**config.mk**
```make
export PLATFORM = sky130hd
export DESIGN_NAME = frf_top
export DESIGN_NICKNAME = d
export VERILOG_FILES = /design/src/shared/frf_pkg.sv /design/src/shared/frf_core_if.sv /design/src/core/frf_top.sv /design/src/core/frf_bank.sv /design/src/core/frf_status.sv
export SDC_FILE = /design/constraint.sdc
export NUM_CORES = 2
export LEC_CHECK = 0
export BUFFER_PORTS_ARGS = -buffer_cell sky130_fd_sc_hd__buf_2
export CAP_MARGIN = 20
export CORE_AREA = 2 2 378 380
export DETAILED_ROUTE_END_ITERATION = 10
export DIE_AREA = 0 0 380 382
export PLACE_DENSITY = 0.72
export SLEW_MARGIN = 0
export SYNTH_ARGS = -nofsm -noshare
export SYNTH_HDL_FRONTEND = slang
export SYNTH_SLANG_ARGS = --single-unit
```
**constraint.sdc**
```tcl
create_clock -name mclk -period 2.8 [get_ports mclk]
set_clock_uncertainty 0.05 [all_clocks]
set_input_delay 0.42 -clock mclk [delete_from_list [all_inputs] [get_ports mclk]]
set_output_delay 0.42 -clock mclk [all_outputs]
set_load 0.05 [all_outputs]
```
**src/shared/frf_pkg.sv**
```systemverilog
// Constants and types of the floating-point register file.
// Assumes every user names items as frf_pkg::name, with no import.
package frf_pkg;
  localparam int GR_NUM = 32;
  localparam int GR_W = 32;
  localparam int GR_AW = 5;
  localparam int PAIR_AW = 4;
  localparam int PAIR_W = 64;
  localparam int CTRL_AW = 5;
  localparam logic [31:0] GR_RESET = 32'h0000_0000;
  // Control register numbers.
  localparam logic [4:0] CTRL_IMPL_NUM = 5'h00;
  localparam logic [4:0] CTRL_STATUS_NUM = 5'h1f;
  // Control/status field layout.
  localparam int CS_COND_BIT = 23;
  localparam int CS_CAUSE_LSB = 12;
  localparam int CS_CAUSE_W = 6;
  localparam int CS_EN_LSB = 7;
  localparam int CS_STICKY_LSB = 2;
  localparam int CS_FLAG_W = 5;
  localparam int CS_RM_LSB = 0;
  localparam int CS_RM_W = 2;
  localparam int CAUSE_UNIMPL_BIT = 5;
  localparam logic [31:0] CS_WRITE_MASK = 32'h0083_ffff;
  localparam logic [31:0] CS_RESET = 32'h0000_0000;
  // Implementation/revision field layout.
  localparam int IMPL_LSB = 8;
  localparam int REV_LSB = 0;
  localparam logic [31:0] CTRL_UNUSED_VALUE = 32'h0000_0000;

  typedef enum logic {FRF_FMT_SINGLE = 1'b0, FRF_FMT_DOUBLE = 1'b1} frf_fmt_t;

  typedef enum logic [2:0] {
    FRF_CR_IDLE = 3'b001,
    FRF_CR_DRAIN = 3'b010,
    FRF_CR_RESP = 3'b100
  } frf_crd_state_t;
endpackage

```
**src/shared/frf_core_if.sv**
```systemverilog
// Signals between the register file top and its storage and status modules.
// Assumes the package frf_pkg is compiled first.
interface frf_core_if;
  logic ld_we;
  logic [4:0] ld_addr;
  logic [31:0] ld_data;
  logic rs_lo_we;
  logic rs_hi_we;
  logic [3:0] rs_pair;
  logic [31:0] rs_lo;
  logic [31:0] rs_hi;
  logic [4:0] sr_addr;
  logic [31:0] sr_data;
  logic [3:0] pa_idx;
  logic [3:0] pb_idx;
  logic [63:0] pa_data;
  logic [63:0] pb_data;
  logic cs_we;
  logic [31:0] cs_wdata;
  logic cs_res_valid;
  logic [5:0] cs_exc;
  logic cs_cmp_valid;
  logic cs_cmp;
  logic [31:0] cs_q;
  logic cs_trap;

  modport top (
    output ld_we, ld_addr, ld_data, rs_lo_we, rs_hi_we, rs_pair, rs_lo, rs_hi,
    output sr_addr, pa_idx, pb_idx, cs_we, cs_wdata, cs_res_valid, cs_exc,
    output cs_cmp_valid, cs_cmp,
    input sr_data, pa_data, pb_data, cs_q, cs_trap
  );
  modport bank (
    input ld_we, ld_addr, ld_data, rs_lo_we, rs_hi_we, rs_pair, rs_lo, rs_hi,
    input sr_addr, pa_idx, pb_idx,
    output sr_data, pa_data, pb_data
  );
  modport status (
    input cs_we, cs_wdata, cs_res_valid, cs_exc, cs_cmp_valid, cs_cmp,
    output cs_q, cs_trap
  );
endinterface

```
**src/core/frf_top.sv**
```systemverilog
// Register storage of the floating-point coprocessor: general registers, pair
// views, control moves and the drain before a status read.
// Assumes the integer core drives every request from logic on mclk.
//
// Behaviour
// - There are thirty-two 32-bit general registers, each chosen by a 5-bit number.
// - Each general register can be read or written alone by moves, loads and stores.
// - Sixteen 64-bit logical registers are formed by joining two neighbouring registers.
// - Logical registers are selected by even numbers only; odd numbers are refused and flagged on pair_addr_err.
// - In double format logical register 2n takes register 2n low and 2n+1 high.
// - In single format only the even, lower register of the pair is read or written.
// - Each logical register holds a single or double value as the operation's format says.
// - Control space has 32 numbers, two implemented, reached only by control moves.
// - Control register 31 is the 32-bit status register with exceptions, compare and rounding.
// - Control register 0 reads back the implementation and revision codes.
// - Loads and stores finish in one cycle and operations start in one and overlap.
// - A status read first waits for every outstanding operation to finish or for a trapping result, which aborts it on ctl_rd_abort.
module frf_top #(
  parameter int PEND_W = 4,
  // Identification codes; the values are arbitrary.
  parameter logic [7:0] IMPL_CODE = 8'h5a,
  parameter logic [7:0] REV_CODE = 8'h01
) (
  // Clock and reset
  input wire logic mclk,
  input wire logic rst,
  // Single general register writes from loads and moves
  input wire logic gr_wr_en,
  input wire logic [4:0] gr_wr_addr,
  input wire logic [31:0] gr_wr_data,
  // Single general register reads for stores and moves
  input wire logic gr_rd_en,
  input wire logic [4:0] gr_rd_addr,
  output logic [31:0] gr_rd_data,
  output logic gr_rd_valid,
  // Operation issue and operand fetch
  input wire logic op_issue,
  input wire frf_pkg::frf_fmt_t op_fmt,
  input wire logic [4:0] op_src_a,
  input wire logic [4:0] op_src_b,
  output logic op_ready,
  output logic [63:0] opa_data,
  output logic [63:0] opb_data,
  output logic op_valid,
  // Operation results
  input wire logic res_valid,
  input wire frf_pkg::frf_fmt_t res_fmt,
  input wire logic [4:0] res_dst,
  input wire logic [63:0] res_data,
  input wire logic [5:0] res_exc,
  input wire logic res_cmp_valid,
  input wire logic res_cmp,
  // Control register moves
  input wire logic ctl_wr_en,
  input wire logic [4:0] ctl_wr_addr,
  input wire logic [31:0] ctl_wr_data,
  input wire logic ctl_rd_en,
  input wire logic [4:0] ctl_rd_addr,
  output logic [31:0] ctl_rd_data,
  output logic ctl_rd_valid,
  output logic ctl_rd_abort,
  output logic ctl_busy,
  // Status to the datapath and core
  output logic pair_addr_err,
  output logic [1:0] round_mode,
  output logic cond_out,
  output logic fp_trap
);
  frf_core_if bus ();

  frf_pkg::frf_crd_state_t crd_state_r;
  frf_pkg::frf_crd_state_t crd_state_nxt;
  logic [PEND_W-1:0] pend_r;
  logic [PEND_W-1:0] pend_nxt;
  logic [31:0] ctl_rd_data_r;
  logic [31:0] ctl_rd_data_nxt;
  logic ctl_rd_abort_r;
  logic ctl_rd_abort_nxt;
  logic [31:0] gr_rd_data_r;
  logic [31:0] gr_rd_data_nxt;
  logic gr_rd_valid_r;
  logic gr_rd_valid_nxt;
  logic [63:0] opa_r;
  logic [63:0] opa_nxt;
  logic [63:0] opb_r;
  logic [63:0] opb_nxt;
  logic op_valid_r;
  logic op_valid_nxt;
  logic pair_err_r;
  logic pair_err_nxt;
  logic [4:0] ctl_rd_sel_r;
  logic [4:0] ctl_rd_sel_nxt;
  logic issue_ok;
  logic res_ok;
  logic res_traps;
  logic [31:0] impl_word;
  logic [4:0] cs_en;

  frf_bank u_bank (
    .mclk(mclk),
    .rst(rst),
    .bus(bus)
  );

  frf_status u_status (
    .mclk(mclk),
    .rst(rst),
    .bus(bus)
  );

  // Operand and result selection on logical registers must use even numbers.
  assign issue_ok = op_issue && op_ready && !op_src_a[0] && !op_src_b[0];
  assign res_ok = res_valid && !res_cmp_valid && !res_dst[0];
  assign cs_en = bus.cs_q[frf_pkg::CS_EN_LSB +: frf_pkg::CS_FLAG_W];
  assign res_traps = res_valid
    && (res_exc[frf_pkg::CAUSE_UNIMPL_BIT] || (|(res_exc[frf_pkg::CS_FLAG_W-1:0] & cs_en)));
  assign impl_word = (32'(IMPL_CODE) << frf_pkg::IMPL_LSB)
    | (32'(REV_CODE) << frf_pkg::REV_LSB);

  // Storage side.
  always_comb
  begin
    bus.ld_we = gr_wr_en;
    bus.ld_addr = gr_wr_addr;
    bus.ld_data = gr_wr_data;
    bus.sr_addr = gr_rd_addr;
    bus.pa_idx = op_src_a[4:1];
    bus.pb_idx = op_src_b[4:1];
    bus.rs_pair = res_dst[4:1];
    bus.rs_lo = res_data[31:0];
    bus.rs_hi = res_data[63:32];
    bus.rs_lo_we = res_ok;
    bus.rs_hi_we = res_ok && (res_fmt == frf_pkg::FRF_FMT_DOUBLE);
  end

  // Status side.
  always_comb
  begin
    bus.cs_we = ctl_wr_en && (ctl_wr_addr == frf_pkg::CTRL_STATUS_NUM);
    bus.cs_wdata = ctl_wr_data;
    bus.cs_res_valid = res_valid;
    bus.cs_exc = res_exc;
    bus.cs_cmp_valid = res_valid && res_cmp_valid;
    bus.cs_cmp = res_cmp;
  end

  // Outstanding operation count: issue adds one, each result retires one.
  always_comb
  begin
    pend_nxt = pend_r;
    if (issue_ok && !res_valid)
    begin
      pend_nxt = pend_r + PEND_W'(1);
    end
    else if (!issue_ok && res_valid && (pend_r != '0))
    begin
      pend_nxt = pend_r - PEND_W'(1);
    end
  end

  // Single register reads and operand fetch, answered one cycle later.
  always_comb
  begin
    gr_rd_valid_nxt = gr_rd_en;
    gr_rd_data_nxt = gr_rd_data_r;
    if (gr_rd_en)
    begin
      gr_rd_data_nxt = bus.sr_data;
    end
    op_valid_nxt = issue_ok;
    opa_nxt = opa_r;
    opb_nxt = opb_r;
    if (issue_ok)
    begin
      if (op_fmt == frf_pkg::FRF_FMT_DOUBLE)
      begin
        opa_nxt = bus.pa_data;
        opb_nxt = bus.pb_data;
      end
      else
      begin
        opa_nxt = {32'h0000_0000, bus.pa_data[31:0]};
        opb_nxt = {32'h0000_0000, bus.pb_data[31:0]};
      end
    end
    pair_err_nxt = (op_issue && (op_src_a[0] || op_src_b[0]))
      || (res_valid && !res_cmp_valid && res_dst[0]);
  end

  // Control reads: the status register waits for the pipeline to empty.
  always_comb
  begin
    crd_state_nxt = crd_state_r;
    ctl_rd_data_nxt = ctl_rd_data_r;
    ctl_rd_sel_nxt = ctl_rd_sel_r;
    ctl_rd_abort_nxt = 1'b0;
    case (crd_state_r)
      frf_pkg::FRF_CR_IDLE:
      begin
        if (ctl_rd_en)
        begin
          ctl_rd_sel_nxt = ctl_rd_addr;
          if (ctl_rd_addr == frf_pkg::CTRL_STATUS_NUM)
          begin
            crd_state_nxt = frf_pkg::FRF_CR_DRAIN;
          end
          else
          begin
            crd_state_nxt = frf_pkg::FRF_CR_RESP;
            if (ctl_rd_addr == frf_pkg::CTRL_IMPL_NUM)
            begin
              ctl_rd_data_nxt = impl_word;
            end
            else
            begin
              ctl_rd_data_nxt = frf_pkg::CTRL_UNUSED_VALUE;
            end
          end
        end
      end
      frf_pkg::FRF_CR_DRAIN:
      begin
        // A trapping result while emptying ends the read; the core retries it.
        if (res_traps)
        begin
          crd_state_nxt = frf_pkg::FRF_CR_IDLE;
          ctl_rd_abort_nxt = 1'b1;
        end
        else if (pend_r == '0)
        begin
          crd_state_nxt = frf_pkg::FRF_CR_RESP;
          ctl_rd_data_nxt = bus.cs_q;
        end
      end
      frf_pkg::FRF_CR_RESP:
      begin
        crd_state_nxt = frf_pkg::FRF_CR_IDLE;
      end
      default:
      begin
        crd_state_nxt = frf_pkg::FRF_CR_IDLE;
      end
    endcase
  end

  always_ff @(posedge mclk)
  begin
    if (rst)
    begin
      crd_state_r <= frf_pkg::FRF_CR_IDLE;
      pend_r <= '0;
      ctl_rd_data_r <= '0;
      ctl_rd_sel_r <= '0;
      ctl_rd_abort_r <= 1'b0;
      gr_rd_data_r <= '0;
      gr_rd_valid_r <= 1'b0;
      opa_r <= '0;
      opb_r <= '0;
      op_valid_r <= 1'b0;
      pair_err_r <= 1'b0;
    end
    else
    begin
      crd_state_r <= crd_state_nxt;
      pend_r <= pend_nxt;
      ctl_rd_data_r <= ctl_rd_data_nxt;
      ctl_rd_sel_r <= ctl_rd_sel_nxt;
      ctl_rd_abort_r <= ctl_rd_abort_nxt;
      gr_rd_data_r <= gr_rd_data_nxt;
      gr_rd_valid_r <= gr_rd_valid_nxt;
      opa_r <= opa_nxt;
      opb_r <= opb_nxt;
      op_valid_r <= op_valid_nxt;
      pair_err_r <= pair_err_nxt;
    end
  end

  assign op_ready = ~(&pend_r);
  assign gr_rd_data = gr_rd_data_r;
  assign gr_rd_valid = gr_rd_valid_r;
  assign opa_data = opa_r;
  assign opb_data = opb_r;
  assign op_valid = op_valid_r;
  assign ctl_rd_data = ctl_rd_data_r;
  assign ctl_rd_valid = (crd_state_r == frf_pkg::FRF_CR_RESP);
  assign ctl_rd_abort = ctl_rd_abort_r;
  assign ctl_busy = (crd_state_r != frf_pkg::FRF_CR_IDLE);
  assign pair_addr_err = pair_err_r;
  assign round_mode = bus.cs_q[frf_pkg::CS_RM_LSB +: frf_pkg::CS_RM_W];
  assign cond_out = bus.cs_q[frf_pkg::CS_COND_BIT];
  assign fp_trap = bus.cs_trap;
endmodule

```
**src/core/frf_bank.sv**
```systemverilog
// Storage of the thirty-two general registers and their pair views.
// Assumes one write port per source; the single-word port wins a clash.
module frf_bank (
  // Clock and reset
  input wire logic mclk,
  input wire logic rst,
  // Register traffic
  frf_core_if.bank bus
);
  logic [31:0] float_general_reg_r [frf_pkg::GR_NUM];
  logic [31:0] float_general_reg_nxt [frf_pkg::GR_NUM];

  always_comb
  begin
    float_general_reg_nxt = float_general_reg_r;
    // Pair halves are written on their own so a single result keeps the upper half.
    if (bus.rs_lo_we)
    begin
      float_general_reg_nxt[{bus.rs_pair, 1'b0}] = bus.rs_lo;
    end
    if (bus.rs_hi_we)
    begin
      float_general_reg_nxt[{bus.rs_pair, 1'b1}] = bus.rs_hi;
    end
    if (bus.ld_we)
    begin
      float_general_reg_nxt[bus.ld_addr] = bus.ld_data;
    end
  end

  always_ff @(posedge mclk)
  begin
    if (rst)
    begin
      float_general_reg_r <= '{default: frf_pkg::GR_RESET};
    end
    else
    begin
      float_general_reg_r <= float_general_reg_nxt;
    end
  end

  assign bus.sr_data = float_general_reg_r[bus.sr_addr];
  // Each logical register is the concatenation of two neighbours, most half odd.
  assign bus.pa_data = {float_general_reg_r[{bus.pa_idx, 1'b1}],
                        float_general_reg_r[{bus.pa_idx, 1'b0}]};
  assign bus.pb_data = {float_general_reg_r[{bus.pb_idx, 1'b1}],
                        float_general_reg_r[{bus.pb_idx, 1'b0}]};
endmodule

```
**src/core/frf_status.sv**
```systemverilog
// The control/status register: condition, cause, enables, sticky flags, rounding.
// Assumes results and control writes arrive as one-cycle strobes.
module frf_status (
  // Clock and reset
  input wire logic mclk,
  input wire logic rst,
  // Status traffic
  frf_core_if.status bus
);
  logic [31:0] float_ctrl_status_r;
  logic [31:0] float_ctrl_status_nxt;
  logic [4:0] sticky;

  always_comb
  begin
    float_ctrl_status_nxt = float_ctrl_status_r;
    sticky = float_ctrl_status_r[frf_pkg::CS_STICKY_LSB +: frf_pkg::CS_FLAG_W];
    if (bus.cs_we)
    begin
      float_ctrl_status_nxt = bus.cs_wdata & frf_pkg::CS_WRITE_MASK;
      sticky = bus.cs_wdata[frf_pkg::CS_STICKY_LSB +: frf_pkg::CS_FLAG_W];
    end
    if (bus.cs_res_valid)
    begin
      // A new exception sets its sticky flag even when software clears it now.
      float_ctrl_status_nxt[frf_pkg::CS_CAUSE_LSB +: frf_pkg::CS_CAUSE_W] = bus.cs_exc;
      sticky = sticky | bus.cs_exc[frf_pkg::CS_FLAG_W-1:0];
    end
    float_ctrl_status_nxt[frf_pkg::CS_STICKY_LSB +: frf_pkg::CS_FLAG_W] = sticky;
    if (bus.cs_cmp_valid)
    begin
      float_ctrl_status_nxt[frf_pkg::CS_COND_BIT] = bus.cs_cmp;
    end
  end

  always_ff @(posedge mclk)
  begin
    if (rst)
    begin
      float_ctrl_status_r <= frf_pkg::CS_RESET;
    end
    else
    begin
      float_ctrl_status_r <= float_ctrl_status_nxt;
    end
  end

  assign bus.cs_q = float_ctrl_status_r;
  // The unimplemented-operation cause always traps; the others only when enabled.
  assign bus.cs_trap = float_ctrl_status_r[frf_pkg::CS_CAUSE_LSB + frf_pkg::CAUSE_UNIMPL_BIT]
    | (|(float_ctrl_status_r[frf_pkg::CS_CAUSE_LSB +: frf_pkg::CS_FLAG_W]
         & float_ctrl_status_r[frf_pkg::CS_EN_LSB +: frf_pkg::CS_FLAG_W]));
endmodule

```
==> impl_summary.txt <==
----------------------------------------------------
[Status]
  Result of the run ... finished, final reports clean

[Detailed routing]
  Total number of vias ... approximately 74k
  Residual DRC count ... 0
  Wire length per cell after detailed routing ... 36.05 um
  Antenna viol nets, final ... 0
  Number of violations reported at the end of detailed-routing iteration 0 ... about 13k
  Via/cell ratio ... about 7.7
  Number of search-and-repair iterations in the first detailed-routing pass ... 8
  Overall routed net length ... around 350000 um

[GRT]
  Overflow after GRT ... 0
  Number of global-route vias before repair ... ~70k
  Maximum number of pins on one net before global-route repair ... approximately 150
  Overall routing resource usage ... a little under half
  First-pass GRT wire length ... a little under 500000 um
  Antenna violations before repair ... between 40 and 50

[Clock network]
  Clock latency reported for the late side of the worst-skew pair ... around 0.83 ns
  CTS Buf Count ... between 100 and 150
  Clock tree buffer depth ... 3
  H-tree depth ... 4
  Post-CTS Resized ... 0
  Clock tree from TritonCTS ... yes
  Total number of clock tree sinks ... 1233
  Clock Pin Slew Worst Setup and Hold Paths ... about 0.06 ns
  Library cell used as clock root buffer ... clkbuf_16
  Post-CTS Setup Repair Bufs ... 0

[Setup path]
  Worst EP required ... ~3.5 ns
  Worst setup startpoint ... res_dst[0]
  Crit-path max FO ... 21
  Kind of start point of the critical path ... primary input
  Arrival time of the worst setup path ... roughly 3.5 ns
  Length in cells of the worst reg-to-reg path ... 9
  Critical path class ... in -> reg
  Launch instance of the worst register-to-register path ... pend_r[0]$_SDFFE_PP0P_
  Element type at the critical path end ... flop

[Die]
  Cell row count ... 138
  Die area ... about 0.15 sq mm
  Standard cell core area ... 0.1409 sq mm
  Total I/O pin count ... approximately 380
  Vert. Die Dim ... roughly 380 um
  Die width ... approximately 380 um
  Effective utilization at floorplan ... a little over half

[Yosys]
  Library cell occupying the most area in the post-synthesis netlist ... dfxtp_1
  Dominant synthesized flop cell ... dfxtp_1
  Synth cell types ... between 50 and 60
  Mean Syn Cell Area ... about 10 sq um
  Part of the Yosys area used for sequential elements ... 31.98%
  Number of warnings reported in the yosys synthesis log ... 0
  Post-synth EDFFs ... 0
  Area fraction of the dominant cell type after synthesis ... a little under a third
  Summed instance area of the synthesized netlist ... approximately 0.077 sq mm
  Mapped Cells ... about 7.6k
  Largest cells by area after synthesis ... dfxtp_1 (32%), mux4_2 (19%), mux2i_1 (17%)
  Share of async-settable or async-resettable flops after synthesis ... 0%
  Flip-flop and latch count after synthesis ... 1233

[STA]
  Worst Hold Slack ... between 0.03 and 0.04 ns
  Maximum clock frequency ... 361.4 MHz
  Clock period minus worst slack ... between 2 and 3 ns
  Transition time at the pin with the least slew margin ... 1.003 ns
  Rel. slew slack ... 32.97%
  Final hold vios ... 0
  Final Cycle Share ... between 90% and 100%
  Setup violations, final ... 0
  Fin. max-slew vios ... 0
  Unrepaired setup endpoints after global routing ... false
  Aggregate negative setup slack ... 0 ns

[Finish]
  Final Net Count ... between 7k and 8k
  Core Util, Final ... a little over three fifths
  Post-route cell area ... between 0.08 and 0.09 sq mm
  Ratio of cells with drive above 1 in the final layout ... roughly 23%
  Layout area overhead ... 15.30%

[Worst hold path]
  Critical hold path startpoint ... res_data[15]
  Hold path depth ... 3
  Worst hold path class ... in -> reg

[Placement]
  IO Port Bufs ... between 300 and 400
  Detailed Place HPWL ... about 220000 um
  Global placement routability congestion ... 1.034
  Total cell area at the placement stage ... about 0.083 sq mm

[Power and ir drop]
  Post-layout total power ... 43.75 mW
  Cell area power density ... a little under 500 mW/mm^2
  Static Leakage ... about 33 nW
  IR drop worst, VDD ... around 470 uV

[Run]
  Reported max-cap violation count ... 0

----------------------------------------------------
[cells in the mapped netlist, types with 9 or more instances]
| cell | count |
|---|---|
| a22o_1 | 64 |
| nand2_1 | 326 |
| or4_1 | 34 |
| buf_4 | 68 |
| clkbuf_1 | 661 |
| nor3_1 | 11 |
| a211oi_1 | 484 |
| a21oi_1 | 159 |
| mux2i_1 | 1346 |
| a311oi_1 | 194 |
| buf_1 | 48 |
| o22a_1 | 378 |
| buf_2 | 135 |
| nor2b_1 | 9 |
| a22oi_1 | 261 |
| dfxtp_1 | 1233 |
| buf_6 | 44 |
| nor2_1 | 1099 |
| mux4_2 | 640 |
| a32o_1 | 64 |
| nand3_1 | 227 |
[what timing repair did]
| item | in CTS | in global routing |
|---|---|---|
| setup endpoints to repair | 0 | 0 |
| hold buffers | 72 | 0 |
| hold endpoints to repair | 216 | 0 |
[through the flow]
| stage | setup WS [ns] | std cells |
|---|---|---|
| after global placement | -0.02174 | 9315 |
| after global routing | 0.01260 | 9651 |
| after floorplan | 0.2951 | 7586 |
| after detailed placement | 0.1134 | 9315 |
| final | 0.03291 | 9668 |
| after CTS | 0.1205 | 9640 |
[power by group]
| part | switching, mW | total [mW] | internal (mW) |
|---|---|---|---|
| clock network | 8.24 | 19.9 | 11.6 |
| registers | 0.331 | 18.2 | 17.8 |
| logic | 3.68 | 5.70 | 2.02 |
[cell type report]
type	count	area, sq um
fill	11264	51910
multi-input combinational	5392	48720
timing repair buffer	867	8260
antenna	28	70.07
inverter	5	18.77
clock inverter	53	742.0
tap	1890	2365
sequential	1233	24680
clock buffer	200	4128
[critical path, cell delays in order]
cell	delay, ns
dlygate4sd3_1	0.54
buf_2	0.13
or4b_1	0.57
buf_12	0.20
nor2_4	0.13
buf_12	0.14
buf_4	0.33
nand3_1	0.12
a311oi_1	0.26
dlygate4sd3_1	0.57
[cell families (layout without fill, tap and decap cells)]
| family | count (synthesis) | in the layout | synth area share (%) |
|---|---|---|---|
| simple gates | 1758 | 1758 | 9.497 |
| xor+xnor | 3 | 3 | 0.03405 |
| fa+ha+maj | 3 | 3 | 0.05836 |
| mux | 1991 | 1991 | 36.21 |
| flops | 1233 | 1233 | 31.98 |
| buf+inv | 961 | 1125 | 5.651 |
| compound gates | 1624 | 1624 | 16.57 |
| other cells | 1 | 41 | 0.004859 |
[routing by layer]
| metal | vias up | part of all wire [%] | track usage [%] |
|---|---|---|---|
| met1 | 35849 | 35 | 58.68 |
| met4 | 44 | 8.5 | 32.64 |
| met2 | 6937 | 41 | 65.03 |
| met3 | 1833 | 16 | 17.74 |
| met5 | - | 0.082 | 0 |
| li1 | 29301 | - | - |
[flip-flops by register name, summed over array words and instances, names as in the netlist]
register and flops:
opb_data 64, u_bank.float_general_reg_r 1024, crd_state_r 3, pend_r 4, opa_data 64, gr_rd_valid 1
gr_rd_data 32, op_valid 1, pair_addr_err 1, u_status.bus.cs_q 19, ctl_rd_data 19, ctl_rd_abort 1
[layout by cell type (no fill, tap or decap), drive strengths merged, types with 6 or more instances in the layout]
| cell type | synthesis | routed |
|---|---|---|
| inv | 5 | 14 |
| diode | 0 | 28 |
| dlygate4sd3 | 0 | 72 |
| a31oi | 7 | 7 |
| a311oi | 194 | 194 |
| a32o | 64 | 64 |
| a22oi | 261 | 261 |
| nor2b | 9 | 9 |
| nor3 | 25 | 25 |
| nand2b | 6 | 6 |
| dfxtp | 1233 | 1233 |
| nor2 | 1100 | 1100 |
| conb | 1 | 13 |
| a211oi | 491 | 491 |
| mux4 | 640 | 640 |
| mux2i | 1346 | 1346 |
| nand2 | 326 | 326 |
| clkinv | 0 | 26 |
| clkbuf | 661 | 202 |
| a21oi | 159 | 159 |
| bufinv | 0 | 14 |
| a22o | 64 | 64 |
| nand3 | 228 | 228 |
| and2 | 6 | 6 |
| or4 | 34 | 34 |
| o22a | 378 | 378 |
| buf | 295 | 793 |
[final timing paths]
path	end	slack, ns
hold / removal	u_bank.float_general_reg_r[815]$_SDFF_PP0_	0.04
hold reg to reg	ctl_rd_data[17]$_SDFFE_PP0P_	0.40
setup reg to reg	pend_r[3]$_SDFFE_PP0P_	0.43
setup / recovery	u_bank.float_general_reg_r[435]$_SDFF_PP0_	0.03
Note: power is estimated with default switching activity, not from simulation.
